### src/core/fault_irq_params.svh
`ifndef FAULT_IRQ_PARAMS_SVH
`define FAULT_IRQ_PARAMS_SVH
`define ADDR_ENABLE 7'h01
`define ADDR_USER_LO 7'h02
`define ADDR_USER_HI 7'h09
`define ADDR_FLAGS 7'h0C
`define ADDR_MASKS 7'h0D
`define ADDR_DETAIL_FIRST 7'h27
`define ADDR_DETAIL_LAST 7'h2A
`define ADDR_KEY 7'h2E
`define ADDR_NVM_CTRL 7'h2F
`define ADDR_CUST_FIRST 7'h30
`define ADDR_CUST_LAST 7'h35
`define RST_ENABLE 8'h82
`define RST_MASKS 8'h00
`define RST_NVM_CTRL 8'h00
`define BIT_FAST_SD_EN 7
`define BIT_RAILS_EN 0
`define BIT_GUARD 0
`define BIT_COMMIT 1
`define BIT_FLG_RAIL 7
`define BIT_FLG_LAMP 6
`define BIT_FLG_PIN 5
`define BIT_FLG_BAT_CUT 4
`define BIT_FLG_BAT_WARN 3
`define BIT_FLG_TS_CUT 2
`define BIT_FLG_THERMAL_CAUTION_FLAG 1
`define KEY_FIRST 8'hBA
`define KEY_SECOND 8'hBE
`define KEY_READ_LOCKED 8'h00
`define KEY_READ_UNLOCKED 8'h01
`define CMD_WRITE_BIT 7
`endif

### src/core/fault_irq_pkg.sv
package fault_irq_pkg;
	typedef enum logic [1:0]
	{
		KEY_LOCKED = 2'b00,
		KEY_HALF = 2'b01,
		KEY_OPEN = 2'b10
	} key_state_e;

	typedef struct packed
	{
		logic valid;
		logic [7:0] cmd;
		logic [7:0] wdata;
	} reg_acc_s;

	typedef struct packed
	{
		logic power_pin_event;
		logic battery_cutoff;
		logic battery_caution;
		logic thermal_cutoff;
		logic thermal_caution;
		logic mirror_power_good_error;
		logic mirror_buck1_pg_error;
		logic mirror_buck1_ov_error;
		logic mirror_buck2_pg_error;
		logic mirror_buck2_ov_error;
		logic ldo1_pg_error;
		logic ldo1_ov_error;
		logic ldo2_pg_error;
		logic ldo2_ov_error;
		logic aux_buck_pg_error;
		logic aux_buck_ov_error;
		logic lamp_ctrl1_pg_error;
		logic lamp_ctrl1_ov_error;
		logic lamp_ctrl2_pg_error;
		logic lamp_ctrl2_ov_error;
	} fault_in_s;
endpackage

### src/core/fault_irq_protect.sv
`timescale 1ns/1ps
`include "fault_irq_params.svh"
module fault_irq_protect
	import fault_irq_pkg::*;
#(
	parameter int N_DETAIL = 4,
	parameter int N_CUST = 6
)
(
	input logic i_clk_sys,
	input logic i_resetn,
	input logic i_projector_power_pin,
	input fault_in_s i_faults,
	input reg_acc_s i_acc,
	output logic [7:0] o_rdata,
	output logic o_rvalid,
	output logic o_int_n,
	output logic o_fast_shutdown,
	output logic o_normal_shutdown,
	output logic o_mirror_rails_enable,
	output logic o_nvm_commit
);
	logic [7:0] enable_r;
	logic [7:0] flags_r;
	logic [7:0] masks_r;
	logic [7:0] nvm_ctrl_r;
	logic [7:0] detail_r [N_DETAIL];
	logic [7:0] detail_raw [N_DETAIL];
	logic [7:0] cust_r [N_CUST];
	logic [7:0] flag_set;
	logic [7:0] rdata_nxt;
	logic [7:0] rdata_r;
	logic rvalid_r;
	logic int_n_r;
	logic fast_sd_r;
	logic normal_sd_r;
	key_state_e key_r;
	key_state_e key_nxt;
	logic wr;
	logic rd;
	logic [6:0] addr;
	logic mirror_rail_error;
	logic rail_error;
	logic lamp_error;
	logic fast_qualify;
	logic any_fault;
	logic unlocked;

	function automatic logic in_range(input logic [6:0] a, input logic [6:0] lo, input logic [6:0] hi);
		in_range = (a >= lo) && (a <= hi);
	endfunction

	function automatic logic user_wr_ok(input logic [6:0] a, input logic guard);
		user_wr_ok = !guard || in_range(a, `ADDR_USER_LO, `ADDR_USER_HI);
	endfunction

	// command decode
	assign wr = i_acc.valid && i_acc.cmd[`CMD_WRITE_BIT];
	assign rd = i_acc.valid && !i_acc.cmd[`CMD_WRITE_BIT];
	assign addr = i_acc.cmd[6:0];
	assign unlocked = (key_r == KEY_OPEN);

	// fault aggregation
	assign mirror_rail_error = i_faults.mirror_power_good_error | i_faults.mirror_buck1_pg_error
		| i_faults.mirror_buck1_ov_error | i_faults.mirror_buck2_pg_error | i_faults.mirror_buck2_ov_error
		| i_faults.ldo1_pg_error | i_faults.ldo1_ov_error | i_faults.ldo2_pg_error
		| i_faults.ldo2_ov_error;
	assign rail_error = mirror_rail_error | i_faults.aux_buck_pg_error | i_faults.aux_buck_ov_error;
	assign lamp_error = i_faults.lamp_ctrl1_pg_error | i_faults.lamp_ctrl1_ov_error
		| i_faults.lamp_ctrl2_pg_error | i_faults.lamp_ctrl2_ov_error;
	assign fast_qualify = i_faults.battery_cutoff | i_faults.thermal_cutoff | mirror_rail_error
		| i_faults.lamp_ctrl1_ov_error | i_faults.lamp_ctrl2_ov_error;
	assign any_fault = rail_error | lamp_error | i_faults.battery_cutoff | i_faults.thermal_cutoff;

	always_comb
	begin
		flag_set = 8'h00;
		flag_set[`BIT_FLG_RAIL] = rail_error;
		flag_set[`BIT_FLG_LAMP] = lamp_error;
		flag_set[`BIT_FLG_PIN] = i_faults.power_pin_event;
		flag_set[`BIT_FLG_BAT_CUT] = i_faults.battery_cutoff;
		flag_set[`BIT_FLG_BAT_WARN] = i_faults.battery_caution;
		flag_set[`BIT_FLG_TS_CUT] = i_faults.thermal_cutoff;
		flag_set[`BIT_FLG_THERMAL_CAUTION_FLAG] = i_faults.thermal_caution;
	end

	always_comb
	begin
		detail_raw[0] = {i_faults.ldo2_pg_error, i_faults.ldo1_ov_error, i_faults.ldo1_pg_error,
			i_faults.mirror_buck2_ov_error, i_faults.mirror_buck2_pg_error, i_faults.mirror_buck1_ov_error,
			i_faults.mirror_buck1_pg_error, i_faults.mirror_power_good_error};
		detail_raw[1] = {5'h00, i_faults.aux_buck_ov_error, i_faults.aux_buck_pg_error, i_faults.ldo2_ov_error};
		detail_raw[2] = {4'h0, i_faults.lamp_ctrl2_ov_error, i_faults.lamp_ctrl2_pg_error,
			i_faults.lamp_ctrl1_ov_error, i_faults.lamp_ctrl1_pg_error};
		detail_raw[3] = {7'h00, mirror_rail_error};
	end

	// sticky summary flags, clear on read, set wins
	always_ff @(posedge i_clk_sys or negedge i_resetn)
	begin
		if (!i_resetn)
			flags_r <= 8'h00;
		else if (rd && addr == `ADDR_FLAGS)
			flags_r <= flag_set;
		else
			flags_r <= flags_r | flag_set;
	end

	// sticky detail registers
	genvar gi;
	generate
		for (gi = 0; gi < N_DETAIL; gi++)
		begin : g_detail
			always_ff @(posedge i_clk_sys or negedge i_resetn)
			begin
				if (!i_resetn)
					detail_r[gi] <= 8'h00;
				else if (rd && addr == 7'(`ADDR_DETAIL_FIRST + gi))
					detail_r[gi] <= detail_raw[gi];
				else
					detail_r[gi] <= detail_r[gi] | detail_raw[gi];
			end
		end
	endgenerate

	// interrupt output
	always_ff @(posedge i_clk_sys or negedge i_resetn)
	begin
		if (!i_resetn)
			int_n_r <= 1'b1;
		else
			int_n_r <= ~|(flags_r & ~masks_r);
	end

	// enable register
	always_ff @(posedge i_clk_sys or negedge i_resetn)
	begin
		if (!i_resetn)
			enable_r <= `RST_ENABLE;
		else
		begin
			if (wr && addr == `ADDR_ENABLE && user_wr_ok(addr, nvm_ctrl_r[`BIT_GUARD]))
				enable_r <= i_acc.wdata;
			if (any_fault)
				enable_r[`BIT_RAILS_EN] <= 1'b0;
		end
	end

	// mask register
	always_ff @(posedge i_clk_sys or negedge i_resetn)
	begin
		if (!i_resetn)
			masks_r <= `RST_MASKS;
		else if (wr && addr == `ADDR_MASKS && user_wr_ok(addr, nvm_ctrl_r[`BIT_GUARD]))
			masks_r <= i_acc.wdata;
	end

	// nonvolatile control: guard and commit
	always_ff @(posedge i_clk_sys or negedge i_resetn)
	begin
		if (!i_resetn)
			nvm_ctrl_r <= `RST_NVM_CTRL;
		else if (wr && addr == `ADDR_NVM_CTRL)
			nvm_ctrl_r <= i_acc.wdata;
	end

	// unlock sequence
	always_comb
	begin
		key_nxt = key_r;
		case (key_r)
			KEY_LOCKED:
				if (wr && addr == `ADDR_KEY && i_acc.wdata == `KEY_FIRST)
					key_nxt = KEY_HALF;
			KEY_HALF:
				if (wr && addr == `ADDR_KEY && i_acc.wdata == `KEY_SECOND)
					key_nxt = KEY_OPEN;
				else if (wr && addr == `ADDR_KEY && i_acc.wdata == `KEY_FIRST)
					key_nxt = KEY_HALF;
				else if (i_acc.valid)
					key_nxt = KEY_LOCKED;
			KEY_OPEN:
				if (wr && addr == `ADDR_KEY && i_acc.wdata != `KEY_FIRST && i_acc.wdata != `KEY_SECOND)
					key_nxt = KEY_LOCKED;
			default:
				key_nxt = KEY_LOCKED;
		endcase
	end

	always_ff @(posedge i_clk_sys or negedge i_resetn)
	begin
		if (!i_resetn)
			key_r <= KEY_LOCKED;
		else
			key_r <= key_nxt;
	end

	// customer bytes
	generate
		for (gi = 0; gi < N_CUST; gi++)
		begin : g_cust
			always_ff @(posedge i_clk_sys or negedge i_resetn)
			begin
				if (!i_resetn)
					cust_r[gi] <= 8'h00;
				else if (wr && unlocked && addr == 7'(`ADDR_CUST_FIRST + gi))
					cust_r[gi] <= i_acc.wdata;
			end
		end
	endgenerate

	// read mux
	always_comb
	begin
		rdata_nxt = 8'h00;
		if (addr == `ADDR_ENABLE)
			rdata_nxt = enable_r;
		else if (addr == `ADDR_FLAGS)
			rdata_nxt = flags_r;
		else if (addr == `ADDR_MASKS)
			rdata_nxt = masks_r;
		else if (in_range(addr, `ADDR_DETAIL_FIRST, `ADDR_DETAIL_LAST))
			rdata_nxt = detail_r[2'(addr - `ADDR_DETAIL_FIRST)];
		else if (addr == `ADDR_KEY)
			rdata_nxt = unlocked ? `KEY_READ_UNLOCKED : `KEY_READ_LOCKED;
		else if (addr == `ADDR_NVM_CTRL)
			rdata_nxt = nvm_ctrl_r;
		else if (in_range(addr, `ADDR_CUST_FIRST, `ADDR_CUST_LAST))
			rdata_nxt = cust_r[3'(addr - `ADDR_CUST_FIRST)];
	end

	always_ff @(posedge i_clk_sys or negedge i_resetn)
	begin
		if (!i_resetn)
		begin
			rdata_r <= 8'h00;
			rvalid_r <= 1'b0;
		end
		else
		begin
			rvalid_r <= rd;
			if (rd)
				rdata_r <= rdata_nxt;
		end
	end

	// shutdown paths
	always_ff @(posedge i_clk_sys or negedge i_resetn)
	begin
		if (!i_resetn)
		begin
			fast_sd_r <= 1'b0;
			normal_sd_r <= 1'b0;
		end
		else
		begin
			fast_sd_r <= enable_r[`BIT_FAST_SD_EN] && fast_qualify;
			normal_sd_r <= !i_projector_power_pin;
		end
	end

	assign o_rdata = rdata_r;
	assign o_rvalid = rvalid_r;
	assign o_int_n = int_n_r;
	assign o_fast_shutdown = fast_sd_r;
	assign o_normal_shutdown = normal_sd_r;
	assign o_mirror_rails_enable = enable_r[`BIT_RAILS_EN];
	assign o_nvm_commit = nvm_ctrl_r[`BIT_COMMIT];

	// checks
	chk_flag_sets: assert property (@(posedge i_clk_sys) disable iff (!i_resetn)
		i_faults.thermal_cutoff |=> flags_r[`BIT_FLG_TS_CUT])
		else $error("thermal cutoff flag not set");
	chk_int_low: assert property (@(posedge i_clk_sys) disable iff (!i_resetn)
		(|(flags_r & ~masks_r)) |=> !o_int_n)
		else $error("interrupt not driven low");
	chk_int_masked: assert property (@(posedge i_clk_sys) disable iff (!i_resetn)
		masks_r[`BIT_FLG_THERMAL_CAUTION_FLAG] && (flags_r == 8'(1 << `BIT_FLG_THERMAL_CAUTION_FLAG)) |=> o_int_n)
		else $error("masked flag reached interrupt");
	chk_int_release: assert property (@(posedge i_clk_sys) disable iff (!i_resetn)
		!(|(flags_r & ~masks_r)) |=> o_int_n)
		else $error("interrupt not released");
	chk_rail_or: assert property (@(posedge i_clk_sys) disable iff (!i_resetn)
		i_faults.aux_buck_ov_error |=> flags_r[`BIT_FLG_RAIL] && detail_r[1][2])
		else $error("aux overvoltage not in rail summary");
	chk_fast_start: assert property (@(posedge i_clk_sys) disable iff (!i_resetn)
		enable_r[`BIT_FAST_SD_EN] && i_faults.lamp_ctrl2_ov_error |=> o_fast_shutdown)
		else $error("fast shutdown not started");
	chk_fast_only: assert property (@(posedge i_clk_sys) disable iff (!i_resetn)
		!fast_qualify |=> !o_fast_shutdown)
		else $error("fast shutdown on non qualifying fault");
	chk_protect_wr: assert property (@(posedge i_clk_sys) disable iff (!i_resetn)
		wr && addr == `ADDR_MASKS && nvm_ctrl_r[`BIT_GUARD] |=> $stable(masks_r))
		else $error("protected register written");
	chk_key_gap: assert property (@(posedge i_clk_sys) disable iff (!i_resetn)
		key_r == KEY_HALF && i_acc.valid && addr != `ADDR_KEY |=> key_r == KEY_LOCKED)
		else $error("unlock survived foreign access");
	chk_key_read: assert property (@(posedge i_clk_sys) disable iff (!i_resetn)
		rd && addr == `ADDR_KEY |=> o_rvalid
		&& (o_rdata == ($past(unlocked) ? `KEY_READ_UNLOCKED : `KEY_READ_LOCKED)))
		else $error("key readback wrong");
	chk_cust_locked: assert property (@(posedge i_clk_sys) disable iff (!i_resetn)
		wr && !unlocked && addr == `ADDR_CUST_FIRST |=> $stable(cust_r[0]))
		else $error("customer byte written while locked");
	chk_rails_off: assert property (@(posedge i_clk_sys) disable iff (!i_resetn)
		any_fault |=> !o_mirror_rails_enable)
		else $error("rails enable not cleared on fault");
	cov_unlock: cover property (@(posedge i_clk_sys) disable iff (!i_resetn)
		key_r == KEY_HALF ##1 key_r == KEY_OPEN);
	cov_fast_sd: cover property (@(posedge i_clk_sys) disable iff (!i_resetn) $rose(o_fast_shutdown));
	cov_int: cover property (@(posedge i_clk_sys) disable iff (!i_resetn) $fell(o_int_n));
	cov_commit: cover property (@(posedge i_clk_sys) disable iff (!i_resetn) $rose(o_nvm_commit));
endmodule

### config.mk
export PLATFORM = sky130hd
export DESIGN_NAME = fault_irq_protect
export DESIGN_NICKNAME = d
export VERILOG_FILES = /design/src/core/fault_irq_pkg.sv /design/src/core/fault_irq_protect.sv
export VERILOG_INCLUDE_DIRS = /design/src /design/src/core
export SDC_FILE = /design/constraint.sdc
export NUM_CORES = 1
export LEC_CHECK = 0
export ABC_AREA = 1
export BUFFER_PORTS_ARGS = -buffer_cell sky130_fd_sc_hd__buf_2
export CORE_MARGIN = 4
export CORE_UTILIZATION = 30
export DETAILED_ROUTE_END_ITERATION = 6
export MAX_ROUTING_LAYER = met4
export PLACE_DENSITY = 0.43
export SLEW_MARGIN = 20
export SYNTH_ARGS = -nofsm -noshare
export SYNTH_HDL_FRONTEND = slang
export SYNTH_SLANG_ARGS = --single-unit
### constraint.sdc
create_clock -name i_clk_sys -period 1.7 [get_ports i_clk_sys]
set_input_delay 0.085 -clock i_clk_sys [delete_from_list [all_inputs] [get_ports i_clk_sys]]
set_output_delay 0.085 -clock i_clk_sys [all_outputs]
set_load 0.005 [all_outputs]
Word level (Yosys, flattened, before mapping)

Cells that the tools add are included.

Equal/unequal tests: 24
Order comparisons: 8
Bitwise gates (word level): 29
Add/subtract/negate cells: 2
Reduce and logical (&&, ||, !) cells: 37
Mux-type cells: 27

Operator list:

| cell                                                                  | number |
|---|---|
| 8-bit two-way mux                                                     | 16 |
| 7-bit by 6-bit equality test with 1-bit output, second input constant | 12 |
| 1-bit logical AND                                                     | 28 |
| 8-bit binary-select mux with 3-bit select                             | 1 |
| 1-bit OR                                                              | 20 |
| 8-bit binary-select mux with 2-bit select                             | 1 |
| 8-bit equality test, second input constant                            | 2 |
| 8-bit != test, second input constant                                  | 2 |
| 8-bit OR                                                              | 2 |
| 7-bit by 4-bit equality test with 1-bit output, second input constant | 2 |
| 7-bit by 6-bit >= comparator with 1-bit output, second input constant | 2 |
| 7-bit by 6-bit <= comparator with 1-bit output, second input constant | 2 |
| 2-bit two-way mux                                                     | 5 |
| 8-bit AND                                                             | 1 |
| 8-bit inverter                                                        | 1 |
| 8-bit by 1-bit OR with 8-bit output                                   | 1 |
| 8-bit by 3-bit OR with 8-bit output                                   | 1 |
| 8-bit by 4-bit OR with 8-bit output                                   | 1 |
| 8-bit OR reduction                                                    | 1 |
| 7-bit by 1-bit equality test with 1-bit output, second input constant | 1 |
| 7-bit by 2-bit >= comparator with 1-bit output, second input constant | 1 |
| 7-bit by 4-bit <= comparator with 1-bit output, second input constant | 1 |
| 2-bit case mux with 3 select lines                                    | 1 |
| 4-bit >= comparator, second input constant                            | 1 |
| other kinds (16)                                                      | 21 |

Logic and storage cells: 148
Output and inout bits: 14
Input bits: 40
Register bits after elaboration: 126

Longest topological paths before layout

Depth after elaboration: 14
Mapped depth: 14
Mapped depth without buffers: 14

Least setup slack after synthesis

No wires, ideal clock.

Path type: input -> register
From: input i_acc[8] in the netlist's numbering
To: register rdata_r[0], in the netlist o_rdata[0]
Setup time: 0.077 ns
Path buffers: 3
Arrival time: 1.603 ns
Data required time: 1.623 ns
Cell stages on the path: 13
Slack: 0.020 ns
Cell sequence: buf_2 -> inv_1 -> buf_2 -> ha_1 -> clkbuf_1 -> o21ai_0 -> o22ai_1 -> nand3_1 -> nand2_1 -> inv_1 -> nand2_1 -> nand2_1 -> a21oi_1

Cells in the longest elaborated chain, start to end: 12
Elaborated cells on any way between the ends: 28
Classes of those cells: 2 x add/sub; 4 x order compare; 5 x eq/ne; 13 x mux; 2 x bitwise; 2 x reduce/logical

Ends and longest elaborated chain:

| what                                                  | line                     | source |
|---|---|---|
| start: declaration                                    | fault_irq_protect.sv:14  | `input reg_acc_s i_acc,` |
| 3-bit by 1-bit subtractor with 3-bit output (no line) | n/a                      |  |
| 3-bit inverter with 4-bit output                      | fault_irq_protect.sv:229 | `` rdata_nxt = cust_r[3'(addr - `ADDR_CUST_FIRST)]; `` |
| 8-bit binary-select mux with 3-bit select             | fault_irq_protect.sv:229 |  |
| 8-bit two-way mux (2 in a row)                        | fault_irq_protect.sv:229 |  |
| 8-bit two-way mux                                     | fault_irq_protect.sv:228 | `` else if (in_range(addr, `ADDR_CUST_FIRST, `ADDR_CUST_LAST)) `` |
| 8-bit two-way mux                                     | fault_irq_protect.sv:226 | `` else if (addr == `ADDR_NVM_CTRL) `` |
| 8-bit two-way mux                                     | fault_irq_protect.sv:224 | `` else if (addr == `ADDR_KEY) `` |
| 8-bit two-way mux                                     | fault_irq_protect.sv:222 | `` else if (in_range(addr, `ADDR_DETAIL_FIRST, `ADDR_DETAIL_LAST)) `` |
| 8-bit two-way mux                                     | fault_irq_protect.sv:220 | `` else if (addr == `ADDR_MASKS) `` |
| 8-bit two-way mux                                     | fault_irq_protect.sv:218 | `` else if (addr == `ADDR_FLAGS) `` |
| 8-bit two-way mux *                                   | fault_irq_protect.sv:216 | `` if (addr == `ADDR_ENABLE) `` |
| end signal: assignment                                | fault_irq_protect.sv:243 | `rdata_r <= rdata_nxt;` |
| end: declaration                                      | fault_irq_protect.sv:32  | `logic [7:0] rdata_r;` |

Mark *: on every way between the ends. The rest lies on a longest branch, timed or not. The select of a mux whose other input is x is not followed.
A chain may end at the register's enable or synchronous reset.

Final worst setup path

From: register key_r[1]
To: register cust_r[43] in the netlist's numbering

Cells in the longest elaborated chain, start to end: 3

Ends and longest elaborated chain:

| what                           | line                     | source |
|---|---|---|
| start: declaration             | fault_irq_protect.sv:37  | `key_state_e key_r;` |
| start signal: assignment       | fault_irq_protect.sv:195 | `key_r <= key_nxt;` |
| 2-bit equality test            | fault_irq_protect.sv:61  | `assign unlocked = (key_r == KEY_OPEN);` |
| 1-bit logical AND (2 in a row) | fault_irq_protect.sv:206 | `` else if (wr && unlocked && addr == 7'(`ADDR_CUST_FIRST + gi)) `` |
| end signal: indexed assignment | fault_irq_protect.sv:207 | `cust_r[gi] <= i_acc.wdata;` |
| end: declaration               | fault_irq_protect.sv:29  | `logic [7:0] cust_r [N_CUST];` |

Every way passes these cells.

==> impl.org <==
** Yosys
- Register area share after synthesis :: 0.508
- When the netlist entered floorplanning its net count stood at 735.
- Total of warnings raised by yosys :: 0
- The average instance in the mapped netlist occupies 7.79 sq um.
- Library cells used by synthesis :: 27
- Mapped Area :: 5380 sq um
- Counting flops and latches in the post-synthesis netlist gives 109.
- Synthesis produced a netlist whose cell count is 691.

** Detailed routing
- Detailed-route wire length per cell :: 16.4 um
- Using the TritonRoute via totals, the vias-per-cell ratio works out to 4.76.
- The first routing iteration left 289 violations.
- The detail route stage leaves a number of antenna-violating nets equal to 0.
- After detailed routing, the number of remaining DRC violations is 0.
- Wires add up to 16900 um.
- Number of iterations in the first detailed-routing pass :: 5
- Total via count after detailed routing :: 4903

** Layout
- Number of nets in the layout :: 844
- Summing all flip-flop and latch instances after layout gives 2730 sq um.
- From synthesis to final layout, the design area changed by 26.6%.
- Of the cells placed in the final design, the portion with a size suffix greater than 1 is 0.180.
- Final cell area excluding filler cells :: 6810 sq um
- Measured on the finished design, the core utilization comes to 0.391.
- The layout has 1882 filler cells.
- Non-filler cells in the finished layout :: 1030
- Number of antenna cells inserted :: 0
- Multi-input logic area :: 2270 sq um

** Timing
- Static timing analysis puts the maximum clock frequency at 0.595 GHz.
- Final cycle utilization of the critical path :: 0.989
- The count of final max-slew check failures came to 0.
- Number of failing setup endpoints in the final timing report :: 0
- After layout, the worst setup slack is 0.0186 ns.
- Total negative slack :: 0 ns
- Setup repair after global routing could not meet its margin everywhere.
- For the pin with the worst max-slew slack, the measured transition is 0.547 ns.
- Worst slew slack as a fraction of its limit :: 0.632
- Minimum clock period after layout :: 1.68 ns
- Final worst hold slack :: 0.0832 ns
- Final worst clock skew :: 0.00715 ns
- The hold violation count in the final report was 0.

** GRT
- After global routing the overflow that remains totals 0.
- The first global-routing pass estimated 26900 um of wire.
- The initial antenna violation count was 0.
- Across every metal layer, demand over resource in global routing totals 0.178.
- The number of global-route vias before repair came to 4846.
- Largest net degree at the start of global routing :: 51

** Die
- Effective utilization at floorplan :: 0.309
- Overall die area :: 20100 sq um
- In this run the standard cell core region covers 17400 sq um.
- Pin placement for this block handled 54 I/O pins.
- After floorplanning, the core was divided into 48 placement rows.
- The die is 142 um wide.
- The die is 142 um tall.

** Worst setup path
- Cell-by-cell trace of the critical path :: inv_2 -> nor2_4 -> inv_2 -> nor4_4 -> nand4_1 -> buf_6 -> nand2_1 -> o21ai_1
- In this design, the stage delay of the slowest critical-path cell is 0.37 ns.
- The setup path with the least slack is of type flip-flop to flip-flop.
- The worst setup path is launched from a flip-flop.
- In this run the worst path has a maximum fanout of 8.
- CP delay by family, top :: simple AND/OR/NAND/NOR gates
- Endpoint arrival time on the critical path :: 1.92 ns
- The cell that appears most often on the critical path is sky130_fd_sc_hd__inv_2.
- Worst path required time :: 1.94 ns
- Buffers plus inverters on the worst setup path :: 3
- Setup crit end kind :: flip-flop
- For this design, the slowest cell found on the critical path is sky130_fd_sc_hd__dfrtp_1.

** CTS
- Number of buffers created by CTS :: 9
- Clock latency on the worst-skew pair :: 0.36 ns
- Clock-pin slew reported for the worst setup and hold paths after clock tree synthesis :: 0.08 ns
- The clock passes through at most 2 buffers.
- Maximum level of the CTS H-tree :: 3
- Clock tree from TritonCTS :: done
- In this run the clock root is driven by a sky130_fd_sc_hd__clkbuf_16.
- Clock sink count :: 109

** Power and ir drop
- Dividing total power by cell area gives a power density of 791 nW/um^2.
- Final Total Pwr :: 5.39 mW
- Static Leak :: 3.44 nW
- Worst VDD drop :: 476 uV

** Status
- The flow ran to the end, and the final reports show no timing, DRC or antenna violations.

** Placement
- Global placer's final weighted congestion :: 0.876
- The count of buffers added on input and output ports is 53.
- Cell Count Post-Placement :: 982
- Place WS :: -0.129 ns
- The placed instances occupy a cell area of 6140 sq um.
- Detailed placement HPWL :: 12300 um

** Hold path
- The tightest min-delay check is of the input pin to flip-flop type.

** Run
- Max-cap violations in this run came to 0.
==> registers in the layout, indices dropped and copies added, names as in the netlist <==
name	cells
detail_r	16
o_rvalid	1
flags_r	7
cust_r	48
key_r	2
o_rdata	8
nvm_ctrl_r	8
o_int_n	1
masks_r	8
enable_r	8
o_normal_shutdown	1
o_fast_shutdown	1
==> routing by layer <==
| layer | vias up | global-route usage | share of wire |
|---|---|---|---|
| li1 | 2458 | - | - |
| met1 | 2343 | 0.237 | 0.47 |
| met2 | 90 | 0.286 | 0.49 |
| met3 | 12 | 0.0364 | 0.038 |
| met4 | 0 | 0.0298 | 0.0076 |
| met5 | - | - | 0 |
==> final timing paths <==
| kind | from | to | slack [ns] | depth (start not counted) |
|---|---|---|---|---|
| max | key_r[1] | cust_r[43] | 0.02 | 8 |
| min | i_acc[15] | o_rvalid | 0.08 | 3 |
| max reg2reg | key_r[1] | cust_r[43] | 0.02 | 8 |
| min reg2reg | cust_r[14] | cust_r[14] | 0.48 | 2 |
| max in group asynchronous | i_resetn | cust_r[40] | 0.89 | 3 |
| min in group asynchronous | i_resetn | detail_r[26] | 0.19 | 2 |
==> worst min-delay path: stages <==
cell and delay (ns):
sky130_fd_sc_hd__buf_2 0.10, sky130_fd_sc_hd__nor2_2 0.05, sky130_fd_sc_hd__buf_4 0.16
==> repair_timing <==
item / 4_1_cts / 5_1_grt
hold buffers: 23 / 0
setup buffers: 0 / 7
pin swaps: 0 / 4
endpoints found under the hold margin: 46 / 0
endpoints found under the setup margin: 28 / 38
gates resized for setup: 1 / 58
gates cloned: 0 / 2
==> layout by cell type, fill, tap and decap left out, types with 10 or more instances in the layout <==
cell type,netlist,layout
sky130_fd_sc_hd__nand2_1,204,194
sky130_fd_sc_hd__dfrtp_1,106,106
sky130_fd_sc_hd__inv_1,85,83
sky130_fd_sc_hd__o21ai_0,102,74
sky130_fd_sc_hd__buf_2,13,52
sky130_fd_sc_hd__nor2_1,44,43
sky130_fd_sc_hd__nand3_1,43,43
sky130_fd_sc_hd__buf_4,0,34
sky130_fd_sc_hd__o21ai_1,2,26
sky130_fd_sc_hd__dlygate4sd3_1,0,23
sky130_fd_sc_hd__o21bai_1,12,12
sky130_fd_sc_hd__nand4_1,11,11
sky130_fd_sc_hd__a21oi_1,10,10
==> kinds of logic (layout without fill, tap and decap cells) <==
family,after synthesis,after routing,synth area share
simple gates,325,325,0.256
buf+inv,110,224,0.0798
compound gates,143,143,0.147
fa+ha+maj,4,4,0.00930
flops,109,109,0.508
==> synthesized netlist by cell type (all sizes together) <==
library cell / instances / area (sq um)
o41ai: 1 / 8.76
inv: 88 / 330
nand3b: 6 / 45.0
ha: 4 / 50.1
o32ai: 1 / 8.76
nand3: 45 / 235
or2: 2 / 12.5
a221oi: 6 / 52.6
nor3: 9 / 45.0
dfrtp: 106 / 2650
a2111oi: 1 / 8.76
nor4: 1 / 21.3
a31o: 1 / 8.76
nor2: 47 / 184
nand4: 11 / 68.8
a21oi: 10 / 50.1
dfstp: 3 / 78.8
clkbuf: 9 / 33.8
o21ai: 104 / 521
buf: 13 / 65.1
o22ai: 7 / 43.8
o21bai: 12 / 90.1
nand2: 204 / 766
==> area by class of cell <==
cell class / count / area share
clock buffer: 10 / 0.0351
clock inverter: 6 / 0.00698
inverter: 88 / 0.0485
multi-input combinational: 472 / 0.334
sequential: 109 / 0.401
tap: 225 / 0.0413
timing repair buffer: 120 / 0.133
==> report_power, final <==
group | switching (mW) | internal, mW | leakage [nW] | total [mW]
Combinational | 0.374 | 0.237 | 1.92 | 0.611
Sequential | 0.0417 | 2.65 | 1.37 | 2.70
Clock | 1.03 | 1.05 | 0.144 | 2.08
(Power assumes the default switching activity.)
